`src/hw/mmu_pkg.sv`:
```
package mmu_pkg;
    // Internal I/O offsets of the translation registers
    localparam logic [7:0] COMMON_AREA_ONE_BASE_OFS = 8'h38;
    localparam logic [7:0] BANK_AREA_BASE_OFS = 8'h39;
    localparam logic [7:0] AREA_BOUNDARIES_OFS = 8'h3A;
    // Reset values
    localparam logic [7:0] COMMON_AREA_ONE_BASE_RST = 8'h00;
    localparam logic [7:0] BANK_AREA_BASE_RST = 8'h00;
    localparam logic [3:0] COMMON_ONE_START_RST = 4'hF;
    localparam logic [3:0] BANK_START_RST = 4'hF;
    // Field positions within the boundary register
    localparam int COMMON_ONE_START_LSB = 4;
    localparam int BANK_START_LSB = 0;
    // Address widths and page size
    localparam int LOG_AW = 16;
    localparam int PHY_AW = 20;
    localparam int PAGE_SHIFT = 12;
    // Area selection codes, one-hot
    typedef enum logic [2:0] {
        AREA_COMMON0 = 3'b001,
        AREA_BANK = 3'b010,
        AREA_COMMON1 = 3'b100
    } area_t;
endpackage

```
`src/hw/mmu_xlate.sv`:
```
`timescale 1ns/1ps
// Combinational area decode and physical address sum
module mmu_xlate (
    input wire logic [mmu_pkg::LOG_AW-1:0] log_addr,
    input wire logic [7:0] common_one_base,
    input wire logic [7:0] bank_base,
    input wire logic [3:0] common_one_start,
    input wire logic [3:0] bank_start,
    output logic [mmu_pkg::PHY_AW-1:0] phy_addr,
    output mmu_pkg::area_t area
);
    import mmu_pkg::*;

    logic [3:0] page;
    logic [7:0] base;

    // Common area 1 is checked first so that it wins on overlap
    always_comb begin
        page = log_addr[LOG_AW-1:PAGE_SHIFT];
        if (page >= common_one_start) begin
            area = AREA_COMMON1;
            base = common_one_base;
        end else if (page >= bank_start) begin
            area = AREA_BANK;
            base = bank_base;
        end else begin
            area = AREA_COMMON0;
            base = 8'h00;
        end
    end

    // Base page added above the in-page offset; carry out drops off
    always_comb begin
        phy_addr = {base, {PAGE_SHIFT{1'b0}}}
            + {{(PHY_AW-LOG_AW){1'b0}}, log_addr};
    end
endmodule // mmu_xlate

```
`src/hw/mmu_address_translation.sv`:
```
`timescale 1ns/1ps
module mmu_address_translation (
    input wire logic CLK,
    input wire logic RST_N,
    input wire logic [mmu_pkg::LOG_AW-1:0] LOG_ADDR,
    input wire logic [7:0] IO_ADDR,
    input wire logic [7:0] IO_WDATA,
    input wire logic IO_WR,
    input wire logic IO_RD,
    output logic [7:0] IO_RDATA,
    output logic IO_HIT,
    output logic [mmu_pkg::PHY_AW-1:0] PHY_ADDR,
    output logic [2:0] AREA
);
    import mmu_pkg::*;

    logic [7:0] common_area_one_base_r;
    logic [7:0] bank_area_base_r;
    logic [3:0] common_one_start_field_r;
    logic [3:0] bank_start_field_r;
    area_t area_sel;
    logic [3:0] log_page;
    logic wr_common1;
    logic wr_bank;
    logic wr_bounds;

    // Offset match, shared by the write enables and the hit flag
    function automatic logic offset_is(input logic [7:0] addr,
            input logic [7:0] ofs);
        return addr == ofs;
    endfunction

    // Write enables; only a mapped offset may alter a register
    always_comb begin
        wr_common1 = IO_WR && offset_is(IO_ADDR, COMMON_AREA_ONE_BASE_OFS);
        wr_bank = IO_WR && offset_is(IO_ADDR, BANK_AREA_BASE_OFS);
        wr_bounds = IO_WR && offset_is(IO_ADDR, AREA_BOUNDARIES_OFS);
    end

    // Page number of the current access, for the area checks
    always_comb begin
        log_page = LOG_ADDR[LOG_AW-1:PAGE_SHIFT];
    end

    // Common-area-one base register
    always_ff @(posedge CLK or negedge RST_N) begin
        if (!RST_N) begin
            common_area_one_base_r <= COMMON_AREA_ONE_BASE_RST;
        end else if (wr_common1) begin
            common_area_one_base_r <= IO_WDATA;
        end
    end

    // Bank base register
    always_ff @(posedge CLK or negedge RST_N) begin
        if (!RST_N) begin
            bank_area_base_r <= BANK_AREA_BASE_RST;
        end else if (wr_bank) begin
            bank_area_base_r <= IO_WDATA;
        end
    end

    // Boundary register; all ones puts pages 0 to 14 in common area 0 and page 15 in common area 1
    always_ff @(posedge CLK or negedge RST_N) begin
        if (!RST_N) begin
            common_one_start_field_r <= COMMON_ONE_START_RST;
            bank_start_field_r <= BANK_START_RST;
        end else if (wr_bounds) begin
            common_one_start_field_r <=
                IO_WDATA[COMMON_ONE_START_LSB+3:COMMON_ONE_START_LSB];
            bank_start_field_r <=
                IO_WDATA[BANK_START_LSB+3:BANK_START_LSB];
        end
    end

    // Read data is registered; unmapped offsets read zero, no hit
    always_ff @(posedge CLK or negedge RST_N) begin
        if (!RST_N) begin
            IO_RDATA <= 8'h00;
        end else if (IO_RD) begin
            case (IO_ADDR)
                COMMON_AREA_ONE_BASE_OFS: IO_RDATA <= common_area_one_base_r;
                BANK_AREA_BASE_OFS: IO_RDATA <= bank_area_base_r;
                AREA_BOUNDARIES_OFS:
                    IO_RDATA <= {common_one_start_field_r, bank_start_field_r};
                default: IO_RDATA <= 8'h00;
            endcase
        end
    end

    // Decode flag, combinational so a host can steer its own read mux
    always_comb begin
        IO_HIT = offset_is(IO_ADDR, COMMON_AREA_ONE_BASE_OFS)
            || offset_is(IO_ADDR, BANK_AREA_BASE_OFS)
            || offset_is(IO_ADDR, AREA_BOUNDARIES_OFS);
    end

    // Translation is combinational; a boundary write acts next cycle
    mmu_xlate u_xlate (
        .log_addr(LOG_ADDR),
        .common_one_base(common_area_one_base_r),
        .bank_base(bank_area_base_r),
        .common_one_start(common_one_start_field_r),
        .bank_start(bank_start_field_r),
        .phy_addr(PHY_ADDR),
        .area(area_sel)
    );

    always_comb begin
        AREA = area_sel;
    end

    // Translation checks; expected sums rebuilt from the registers
    a_common0_pass: assert property (@(posedge CLK)
        disable iff (!RST_N)
        (LOG_ADDR[15:12] < bank_start_field_r
         && LOG_ADDR[15:12] < common_one_start_field_r)
        |-> (PHY_ADDR == {4'h0, LOG_ADDR}))
        else $error("common area 0 not passed through");

    a_common1_sum: assert property (@(posedge CLK)
        disable iff (!RST_N)
        (LOG_ADDR[15:12] >= common_one_start_field_r)
        |-> (PHY_ADDR == 20'({common_area_one_base_r, 12'h000})
             + 20'(LOG_ADDR)))
        else $error("common area 1 address wrong");

    a_bank_sum: assert property (@(posedge CLK)
        disable iff (!RST_N)
        (LOG_ADDR[15:12] >= bank_start_field_r
         && LOG_ADDR[15:12] < common_one_start_field_r)
        |-> (PHY_ADDR == 20'({bank_area_base_r, 12'h000})
             + 20'(LOG_ADDR)))
        else $error("bank area address wrong");

    a_offset_kept: assert property (@(posedge CLK)
        disable iff (!RST_N)
        PHY_ADDR[11:0] == LOG_ADDR[11:0])
        else $error("page offset altered");

    // Area select must agree with the boundary comparison
    a_area_onehot: assert property (@(posedge CLK)
        disable iff (!RST_N)
        $onehot(AREA))
        else $error("area select not one-hot");

    a_area_common0: assert property (@(posedge CLK)
        disable iff (!RST_N)
        (log_page < bank_start_field_r
         && log_page < common_one_start_field_r)
        |-> (AREA == AREA_COMMON0))
        else $error("common area 0 not selected");

    a_area_bank: assert property (@(posedge CLK)
        disable iff (!RST_N)
        (log_page >= bank_start_field_r
         && log_page < common_one_start_field_r)
        |-> (AREA == AREA_BANK))
        else $error("bank area not selected");

    a_area_common1: assert property (@(posedge CLK)
        disable iff (!RST_N)
        (log_page >= common_one_start_field_r)
        |-> (AREA == AREA_COMMON1))
        else $error("common area 1 not selected");

    // Register writes land on the next edge and nowhere else
    a_boundary_write: assert property (@(posedge CLK)
        disable iff (!RST_N)
        (IO_WR && IO_ADDR == AREA_BOUNDARIES_OFS)
        |=> (common_one_start_field_r
             == $past(IO_WDATA[COMMON_ONE_START_LSB+3:COMMON_ONE_START_LSB])
             && bank_start_field_r
             == $past(IO_WDATA[BANK_START_LSB+3:BANK_START_LSB])))
        else $error("boundary write lost");

    a_common1_write: assert property (@(posedge CLK)
        disable iff (!RST_N)
        (IO_WR && IO_ADDR == COMMON_AREA_ONE_BASE_OFS)
        |=> (common_area_one_base_r == $past(IO_WDATA)))
        else $error("common area 1 base write lost");

    a_bank_write: assert property (@(posedge CLK)
        disable iff (!RST_N)
        (IO_WR && IO_ADDR == BANK_AREA_BASE_OFS)
        |=> (bank_area_base_r == $past(IO_WDATA)))
        else $error("bank base write lost");

    a_base_hold: assert property (@(posedge CLK)
        disable iff (!RST_N)
        !(IO_WR && IO_ADDR == BANK_AREA_BASE_OFS)
        |=> $stable(bank_area_base_r))
        else $error("bank base changed without write");

    a_common1_hold: assert property (@(posedge CLK)
        disable iff (!RST_N)
        !(IO_WR && IO_ADDR == COMMON_AREA_ONE_BASE_OFS)
        |=> $stable(common_area_one_base_r))
        else $error("common area 1 base changed without write");

    a_bounds_hold: assert property (@(posedge CLK)
        disable iff (!RST_N)
        !(IO_WR && IO_ADDR == AREA_BOUNDARIES_OFS)
        |=> ($stable(common_one_start_field_r)
             && $stable(bank_start_field_r)))
        else $error("boundaries changed without write");

    // Reads return the value held at the read edge
    a_read_common1: assert property (@(posedge CLK)
        disable iff (!RST_N)
        (IO_RD && IO_ADDR == COMMON_AREA_ONE_BASE_OFS)
        |=> (IO_RDATA == $past(common_area_one_base_r)))
        else $error("common area 1 base read wrong");

    a_read_bank: assert property (@(posedge CLK)
        disable iff (!RST_N)
        (IO_RD && IO_ADDR == BANK_AREA_BASE_OFS)
        |=> (IO_RDATA == $past(bank_area_base_r)))
        else $error("bank base read wrong");

    a_read_bounds: assert property (@(posedge CLK)
        disable iff (!RST_N)
        (IO_RD && IO_ADDR == AREA_BOUNDARIES_OFS)
        |=> (IO_RDATA == {$past(common_one_start_field_r),
                          $past(bank_start_field_r)}))
        else $error("boundary read wrong");

    // Reset values seen at the first edge after release
    a_reset_map: assert property (@(posedge CLK)
        $rose(RST_N) |-> (common_area_one_base_r == COMMON_AREA_ONE_BASE_RST
            && bank_area_base_r == BANK_AREA_BASE_RST
            && common_one_start_field_r == COMMON_ONE_START_RST
            && bank_start_field_r == BANK_START_RST))
        else $error("reset values wrong");

    a_reset_bank: assert property (@(posedge CLK)
        $rose(RST_N) |-> (bank_area_base_r == BANK_AREA_BASE_RST))
        else $error("bank base reset value wrong");

    a_reset_c1_start: assert property (@(posedge CLK)
        $rose(RST_N) |-> (common_one_start_field_r == COMMON_ONE_START_RST))
        else $error("common area 1 start reset value wrong");

    a_reset_bk_start: assert property (@(posedge CLK)
        $rose(RST_N) |-> (bank_start_field_r == BANK_START_RST))
        else $error("bank start reset value wrong");
endmodule // mmu_address_translation

```
`config.mk`:
```
export PLATFORM = sky130hd
export DESIGN_NAME = mmu_address_translation
export DESIGN_NICKNAME = d
export VERILOG_FILES = /design/src/hw/mmu_pkg.sv /design/src/hw/mmu_xlate.sv /design/src/hw/mmu_address_translation.sv
export SDC_FILE = /design/constraint.sdc
export NUM_CORES = 1
export LEC_CHECK = 0
export ABC_AREA = 0
export BUFFER_PORTS_ARGS = -buffer_cell sky130_fd_sc_hd__buf_2
export CORE_MARGIN = 2
export CORE_UTILIZATION = 30
export DETAILED_ROUTE_END_ITERATION = 6
export RECOVER_POWER = 100
export SKIP_CTS_REPAIR_TIMING = 1
export SYNTH_ARGS = -nofsm -noshare
export SYNTH_HDL_FRONTEND = slang
export SYNTH_SLANG_ARGS = --single-unit
export TNS_END_PERCENT = 50
```
`constraint.sdc`:
```
create_clock -name CLK -period 5.2 [get_ports CLK]
set_input_delay 0.52 -clock CLK [delete_from_list [all_inputs] [get_ports CLK]]
set_output_delay 0.52 -clock CLK [all_outputs]
set_load 0.01 [all_outputs]
```
# Yosys cells after proc, flatten, opt, wreduce, memory -nomap -nowiden
# Index checks and enable logic that the tools add are counted.
dict set report totals {
  reg_bits 32
  output_inout_bits 32
  word_cells 21
  input_bits 36
}
dict set report classes {
  magnitude_cmp 2
  n_reduce_logical 5
  n_mux 5
  n_eq_ne 3
  n_addsub 1
}
# op n
set ops {}
lappend ops {{== test 8 x 6 -> 1 bit (second input constant)} 3}
lappend ops {{one-hot mux 8 bit (3 select lines)} 1}
lappend ops {{adder 20 x 16 -> 20 bit} 1}
lappend ops {{two-way mux 8 bit} 2}
lappend ops {{greater-or-equal comparator 4 bit} 2}
lappend ops {{logical AND 1 bit} 3}
lappend ops {{two-way mux 3 bit} 1}
lappend ops {{logical OR 1 bit} 2}
lappend ops {{two-way mux 2 bit} 1}

# Logic depth before layout (Yosys ltp)
# Gate-level depths: netlist of run 1.
dict set report logic_depth {
  depth_word 4
  mapped_depth 13
  depth_no_buf 12
}

# Modules after synthesis
# From an unflattened synthesis of run 1, not the netlist that was laid out.
dict set report unflattened {
  hier_cells 177
  area_unflattened_um2 2083.2
}
# module cells_per_inst instances seq_area_each_um2 area_each_um2
set modules_own_cells {}
lappend modules_own_cells {mmu_address_translation 104 1 810.8 1453.9}
lappend modules_own_cells {mmu_xlate 73 1 0.0 629.4}

# Least setup slack after synthesis of run 1
# Ideal clock, no wire load.
dict set report synth_timing {
  kind {input -> output}
  start {in LOG_ADDR[12] in the netlist's numbering}
  end {out PHY_ADDR[18] in the netlist's numbering}
  path_slack_ns 1.436
  stages 13
  n_path_buf 1
  arrival_time_ns 3.244
  path_cell_list {inv_1 > ha_1 > nand2b_4 > a2111o_1 > and3_2 > buf_6 > a22o_2 > ha_1 > fa_1 > a21o_1 > a21oi_1 > a211oi_2 > xor2_1}
}
dict set report synth_between {
  elab_chain_cells 4
}
# element line
set synth_rtl {}
lappend synth_rtl {{start: declaration} mmu_address_translation.sv:5} ;# input wire logic [mmu_pkg::LOG_AW-1:0] LOG_ADDR,
lappend synth_rtl {{greater-or-equal comparator 4 bit} mmu_xlate.sv:23} ;# end else if (page >= bank_start) begin
lappend synth_rtl {{two-way mux 8 bit} mmu_xlate.sv:23}
lappend synth_rtl {{two-way mux 8 bit} mmu_xlate.sv:20} ;# if (page >= common_one_start) begin
lappend synth_rtl {{adder 20 x 16 -> 20 bit *} mmu_xlate.sv:35} ;# + {{(PHY_AW-LOG_AW){1'b0}}, log_addr};
lappend synth_rtl {{end: declaration} mmu_address_translation.sv:12} ;# output logic [mmu_pkg::PHY_AW-1:0] PHY_ADDR,
# Mark *: on every way between the ends. The rest lies on a longest branch, timed or not.

# Worst setup path in the final report of run 1
dict set report layout_timing {
  start {reg common_one_start_field_r[0]}
  end {out PHY_ADDR[18] in the netlist's numbering}
}
dict set report layout_between {
  elab_chain_cells 3
}
# element line
set layout_rtl {}
lappend layout_rtl {{start: declaration} mmu_address_translation.sv:19} ;# logic [3:0] common_one_start_field_r;
lappend layout_rtl {{start signal: assignment} mmu_address_translation.sv:69} ;# common_one_start_field_r <=
lappend layout_rtl {{greater-or-equal comparator 4 bit} mmu_xlate.sv:20}
lappend layout_rtl {{two-way mux 8 bit} mmu_xlate.sv:20}
lappend layout_rtl {{adder 20 x 16 -> 20 bit} mmu_xlate.sv:35}
# No other way between the ends.

==> results.py, run 1 <==
metrics = {
    "run_status": {
        "status": "complete, but fails checks",
        "violations": "capacitance limit, slew limit",
    },
    "critical_path": {
        "path_max_fanout": 14,
        "cp_data_required_time_ns": 4.68,
        "cp-end-kind": "primary output",
        "arrival_ns": 3.83,
        "rr_endpoint": "IO_RDATA[4]",
        "cp-start-kind": "flip-flop",
        "crit_type": "flip-flop to primary output",
        "r2r_start": "common_area_one_base_r[4]",
        "rrSetupSlack_ns": 4.15,
        "reg2reg_depth": 4,
    },
    "sta": {
        "tightest_slew_ns": 1.702,
        "hold_viol": 0,
        "tns_ns": 0,
        "fin_crit_ns": 4.354,
        "setup_viol": 0,
        "fin_worst_skew_ns": 0.006397,
        "rsz0062_at_grt": "false",
        "min_period_over_period_pct": 83.73,
        "slew_headroom_pct": -13.49,
        "fin_ws_ns": 0.8460,
        "fmax_mhz": 229.7,
        "drv_slew": 33,
    },
    "floorplanning": {
        "core_area_um2": 6756,
        "row_count": 30,
        "ios": 68,
        "start_util_pct": 30.83,
        "die_h_um": 87.33,
        "dieArea_um2": 7627,
        "die_w_um": 87.33,
    },
    "logic_synthesis": {
        "synth_area_per_cell_um2": 10.57,
        "yosys-top-cells-area": "dfrtp_1 29%, mux2_2 13%, dfstp_2 10%, ha_1 7.2%, buf_4 4.3%",
        "syn_area_um2": 2083,
        "synth-seq-cells": 32,
        "synth_top_area_share_pct": 28.83,
        "async_reset_ff_share_pct": 100.0,
        "yosysTopAreaCell": "dfrtp_1",
        "synth_edf_count": 0,
        "synthFlopType": "dfrtp_1",
        "synth_seq_area_share_pct": 38.92,
        "synthCells": 197,
        "ys_types": 40,
        "syn_nets": 246,
        "synth_commonest_cells": "24 x dfrtp_1, 24 x mux2_2, 18 x inv_1",
        "yosysWarnings": 0,
    },
    "drt": {
        "vias_per_cell": 4.942,
        "drc": 0,
        "routedWlPerCell_um": 15.21,
        "drt_wl_total_um": 4716,
        "firstDrtPassIters": 4,
        "ant_nets": 0,
        "via_count": 1532,
        "drt-initial-drc-count": 90,
    },
    "grt": {
        "first_global_vias": 1530,
        "grt_use_total_pct": 12.91,
        "grt_max_degree": 33,
        "grt_antenna_before_repair": 0,
        "grt_pass1_wl_um": 7472,
        "grt_overflow": 0,
    },
    "power_and_ir_drop": {
        "leakage_nw": 1.088,
        "max-vdd-ir-drop_v": 0.00007760,
        "p_per_area_nw_per_um2": 234.9,
    },
    "min_path": {
        "min_path_type": "input pin to flip-flop",
        "min_from": "IO_WDATA[0]",
        "hold_end": "bank_area_base_r[0]",
        "hold_path_depth": 2,
    },
    "place": {
        "globalplace.congestion": 0.7872,
        "numPortBuffers": 43,
        "place_area_um2": 2276,
        "hpwl_um": 3689,
        "pre_cts_ws_ns": 1.106,
    },
    "clock_tree": {
        "ctsHtreeMaxLevel": 2,
        "clkLatencyLatePin_ns": 0.28,
        "clock-sinks": 32,
        "cts_buffer_depth": 2,
        "cts_tree": "done",
        "numCtsBuffers": 5,
        "clk_pin_slew_ns": 0.07,
        "cts-root-buf": "clkbuf_8",
    },
    "final_layout": {
        "stdcell_area_um2": 2310,
        "drive_gt1_share_pct": 32.17,
        "finalNetCount": 278,
        "antenna_cells": 0,
        "syn_to_final_growth_pct": 10.87,
    },
    "job": {
        "max_cap_viol_count": 1,
    },
}
==> stage by stage <==
| step | utilization, % | hold slack [ns] | total power [mW] | instances |
|---|---|---|---|---|
| 2_1_floorplan | - | 0.2244 | 0.3320 | 197 |
| 6_report | 34.19 | 0.4956 | 0.5425 | 310 |
| 3_3_place_gp | 33.69 | 0.5100 | 0.3561 | 302 |
| 4_1_cts | 35.06 | 0.3090 | 0.5521 | 310 |
| 3_5_place_dp | 33.69 | 0.5129 | 0.3576 | 302 |
| 5_1_grt | 34.19 | 0.4978 | 0.5709 | 310 |
==> worst max path at each step <==
stage	slack (ns)	cells past startpoint	endpoint	from
after CTS	1.0	12	PHY_ADDR[18]	bank_start_field_r[0]
after global routing	0.57	13	PHY_ADDR[18]	common_one_start_field_r[1]
after global placement	1.15	14	PHY_ADDR[18]	LOG_ADDR[12]
after detailed placement	1.11	14	PHY_ADDR[18]	LOG_ADDR[12]
after floorplan	1.44	13	PHY_ADDR[18]	LOG_ADDR[12]
final	0.85	12	PHY_ADDR[18]	common_one_start_field_r[0]
==> where the power goes <==
part           switching (mW)  total, mW  internal [mW]
Combinational          0.0452     0.0784         0.0332
Sequential            0.00966      0.270          0.260
Clock                  0.0888      0.194          0.105
Total                   0.144      0.543          0.399
==> logic make-up (layout without fill, tap and decap cells) <==
family | after synthesis | after routing | synth area share (%)
simple gates | 39 | 39 | 11.05
mux | 32 | 32 | 16.82
flops | 32 | 32 | 38.92
compound gates | 39 | 39 | 13.39
buf+inv | 36 | 69 | 9.129
xor+xnor | 6 | 6 | 2.523
fa+ha+maj | 13 | 13 | 8.168
==> layout make-up <==
type	instances	area [µm²]
Clock inverter	2	10.01
Fill cell	723	4447
Clock buffer	6	82.58
Inverter	18	67.56
Tap cell	80	100.1
Multi-Input combinational cell	129	1046
Timing Repair Buffer	43	192.7
Sequential cell	32	810.8
==> layer usage <==
metal | global-route usage, % | share of wire [%] | vias up | wire length, µm
met5 | 0 | 0 | - | 0
met4 | 4.056 | 1.6 | 0 | 74
met3 | 4.171 | 4.6 | 6 | 219
met2 | 21.42 | 50 | 36 | 2381
met1 | 15.87 | 43 | 741 | 2041
li1 | - | - | 749 | -
==> flip-flops by register name (all words and copies together), names as in the netlist <==
signal and flops:
IO_RDATA 8, bank_area_base_r 8, common_area_one_base_r 8, bank_start_field_r 4, common_one_start_field_r 4
==> placed cells by master (no fill, tap or decap), types with 2 or more instances in the layout <==
cell and instances:
nand4_1 3, xnor2_1 2, dfstp_2 7, a22o_2 4, buf_2 25, ha_1 12
inv_1 18, a21oi_1 7, clkbuf_1 18, nand2_1 15, clkbuf_8 6, nand3_1 12
mux2i_1 8, xor2_1 4, clkinv_2 2, o21ai_0 17, mux2_2 24, a21o_1 4
dfrtp_1 24
==> critical path, stage by stage (launching register included) <==
cell,delay (ns)
dfstp_2,0.56
ha_1,0.23
or3b_4,0.39
a21oi_1,0.29
inv_1,0.29
a22o_2,0.33
ha_1,0.20
fa_1,0.40
a21o_1,0.17
a21oi_1,0.28
a211oi_2,0.09
xor2_1,0.16
clkbuf_1,0.16
No activity file was read; power rests on OpenSTA's default activity.
==> inputs of run 2 (changes only) <==
==> constraint.sdc (replaced) <==
create_clock -name CLK -period 3.9 [get_ports CLK]
set_input_delay 0.39 -clock CLK [delete_from_list [all_inputs] [get_ports CLK]]
set_output_delay 0.39 -clock CLK [all_outputs]
set_load 0.01 [all_outputs]
==> run 2 against run 1 <==
Effect of this change: the flow still finishes with violations (capacitance limit, slew limit); clock skew shrank 0.0011 ns; setup slack lost 0.69 ns; routed wire length rose by 0.70%; first-iteration DRC count is 43% lower; critical endpoint unchanged; highest routed layer unchanged.
==> results.py, run 2 (synthesized netlist as in run 1, its figures left out) <==
metrics = {
    "critical_path": {
        "reg2reg_depth": 4,
        "r2r_start": "common_area_one_base_r[4]",
        "path_cells": "ha_1 -> nand2b_4 -> a2111o_1 -> and3_2 -> a22o_2 -> ha_1 -> fa_1 -> a21o_1 -> a21oi_2 -> a211oi_2 -> xor2_1 -> clkbuf_2",
        "arrival_ns": 3.36,
        "max_stage_delay_ns": 0.55,
        "critPathLaunch": "bank_start_field_r[0]",
        "worstSetupEndpoint": "PHY_ADDR[18]",
        "rr_endpoint": "IO_RDATA[4]",
        "cp_common_cell": "ha_1",
        "cp_data_required_time_ns": 3.51,
        "crit_type": "flip-flop to primary output",
        "path_max_fanout": 6,
        "cp-start-kind": "flip-flop",
        "cp-end-kind": "primary output",
        "crit_slowest_cell": "dfstp_2",
        "rrSetupSlack_ns": 2.80,
    },
    "drt": {
        "routedWlPerCell_um": 15.12,
        "ant_nets": 0,
        "drc": 0,
        "drt-initial-drc-count": 51,
        "firstDrtPassIters": 4,
        "via_count": 1562,
        "vias_per_cell": 4.975,
        "drt_wl_total_um": 4749,
    },
    "grt": {
        "grt_use_total_pct": 12.90,
        "grt_max_degree": 33,
        "grt_pass1_wl_um": 7376,
        "grt_antenna_before_repair": 0,
        "first_global_vias": 1524,
        "grt_overflow": 0,
    },
    "final_layout": {
        "fin_util_pct": 35.11,
        "finalNetCount": 282,
        "layout_commonest_cell": "buf_2",
        "stdcell_area_um2": 2372,
        "drive_gt1_share_pct": 38.03,
        "layout_common_cells": "28 x buf_2, 24 x dfrtp_1, 24 x mux2_2, 17 x inv_1, 17 x o21ai_0",
        "seq_area_um2": 810.8,
        "fill_cells": 697,
        "syn_to_final_growth_pct": 13.87,
        "multi_input_area_um2": 1074,
        "reg_top3": "IO_RDATA (8), bank_area_base_r (8), common_area_one_base_r (8)",
        "antenna_cells": 0,
    },
    "sta": {
        "tightest_slew_ns": 1.730,
        "min_period_over_period_pct": 96.11,
        "fin_ws_ns": 0.1518,
        "hold_slack_ns": 0.3567,
        "hold_viol": 0,
        "fin_worst_skew_ns": 0.005283,
        "setup_viol": 0,
        "fmax_mhz": 266.8,
        "fin_crit_ns": 3.748,
        "drv_slew": 33,
        "slew_headroom_pct": -15.30,
    },
    "clock_tree": {
        "clk_pin_slew_ns": 0.07,
        "clkLatencyLatePin_ns": 0.29,
        "clock-sinks": 32,
        "cts_tree": "done",
        "cts_buffer_depth": 2,
        "ctsHtreeMaxLevel": 2,
        "cts-root-buf": "clkbuf_8",
        "numCtsBuffers": 5,
    },
    "min_path": {
        "min_path_type": "input pin to flip-flop",
    },
    "power_and_ir_drop": {
        "netSwitchingFraction_pct": 28.04,
        "clockPowerShare_pct": 35.0,
        "switchingPower_mw": 0.2037,
        "combPwrFrac_pct": 15.4,
        "power.internal_mw": 0.5227,
        "max-vdd-ir-drop_v": 0.0001058,
        "finalPower_mw": 0.7263,
        "leakage_nw": 1.119,
        "p_per_area_nw_per_um2": 306.2,
        "pwr-share-seq_pct": 49.6,
    },
    "floorplanning": {
        "die_w_um": 87.33,
        "ios": 68,
        "row_count": 30,
        "dieArea_um2": 7627,
        "start_util_pct": 30.83,
        "core_area_um2": 6756,
        "die_h_um": 87.33,
    },
    "place": {
        "numPortBuffers": 43,
        "globalplace.congestion": 0.8083,
        "pre_cts_ws_ns": 0.1420,
        "hpwl_um": 3723,
        "place_area_um2": 2283,
    },
    "run_status": {
        "status": "complete, but fails checks",
        "violations": "capacitance limit, slew limit",
    },
    "job": {
        "max_cap_viol_count": 1,
    },
}
-- run 2: changes by cell type in the layout (fill, tap and decap cells not counted), sizes merged --
cell / before / now
buf: 25 / 32
clkbuf: 24 / 20
clkinv: 2 / 1
clkinvlp: 0 / 2
-- run 2: area by class of cell --
type,instances,share of cell area (%)
Clock buffer,5,2.901
Timing Repair Buffer,47,9.599
Clock inverter,3,1.002
Sequential cell,32,34.18
Inverter,18,2.848
Tap cell,80,4.219
Multi-Input combinational cell,129,45.25
-- run 2: power groups by stage --
stage	logic [mW]	clock network, mW	registers (mW)
final	0.112	0.254	0.360
after global routing	0.126	0.283	0.361
after CTS	0.112	0.265	0.360
after detailed placement	0.112	0	0.366
after global placement	0.110	0	0.366
after floorplan	0.0824	0	0.360
-- run 2: worst min path at each step --
stage | depth (start not counted) | start | to
after global placement | 1 | RST_N | bank_area_base_r[0]
after CTS | 1 | RST_N | bank_area_base_r[6]
after global routing | 2 | IO_WDATA[7] | common_one_start_field_r[3]
after detailed placement | 1 | RST_N | bank_area_base_r[0]
after floorplan | 0 | RST_N | IO_RDATA[0]
final | 2 | IO_WDATA[4] | bank_area_base_r[4]
-- run 2: routing by layer --
layer  routed length (µm)  track usage (%)
met5                    0                0
met4                  127            4.895
met3                  217            4.265
met2                 2398            21.49
met1                 2006            15.37
-- run 2: critical path, delay by kind of cell, from the launching register on --
kind | cells | cell delay, ns
adders and majority gates | 3 | 0.83
AOI/OAI and AO/OA | 5 | 1.02
DFF | 1 | 0.55
xor gates and xnor gates | 1 | 0.15
buffers and inverters | 1 | 0.15
and+or+nand+nor | 2 | 0.37
-- run 2: stage by stage --
step / setup TNS [ns] / instances
finish: 0 / 314
global route: -0.004396 / 314
CTS: -0.2280 / 311
detailed placement: 0 / 303
global placement: 0 / 303
floorplan: 0 / 197
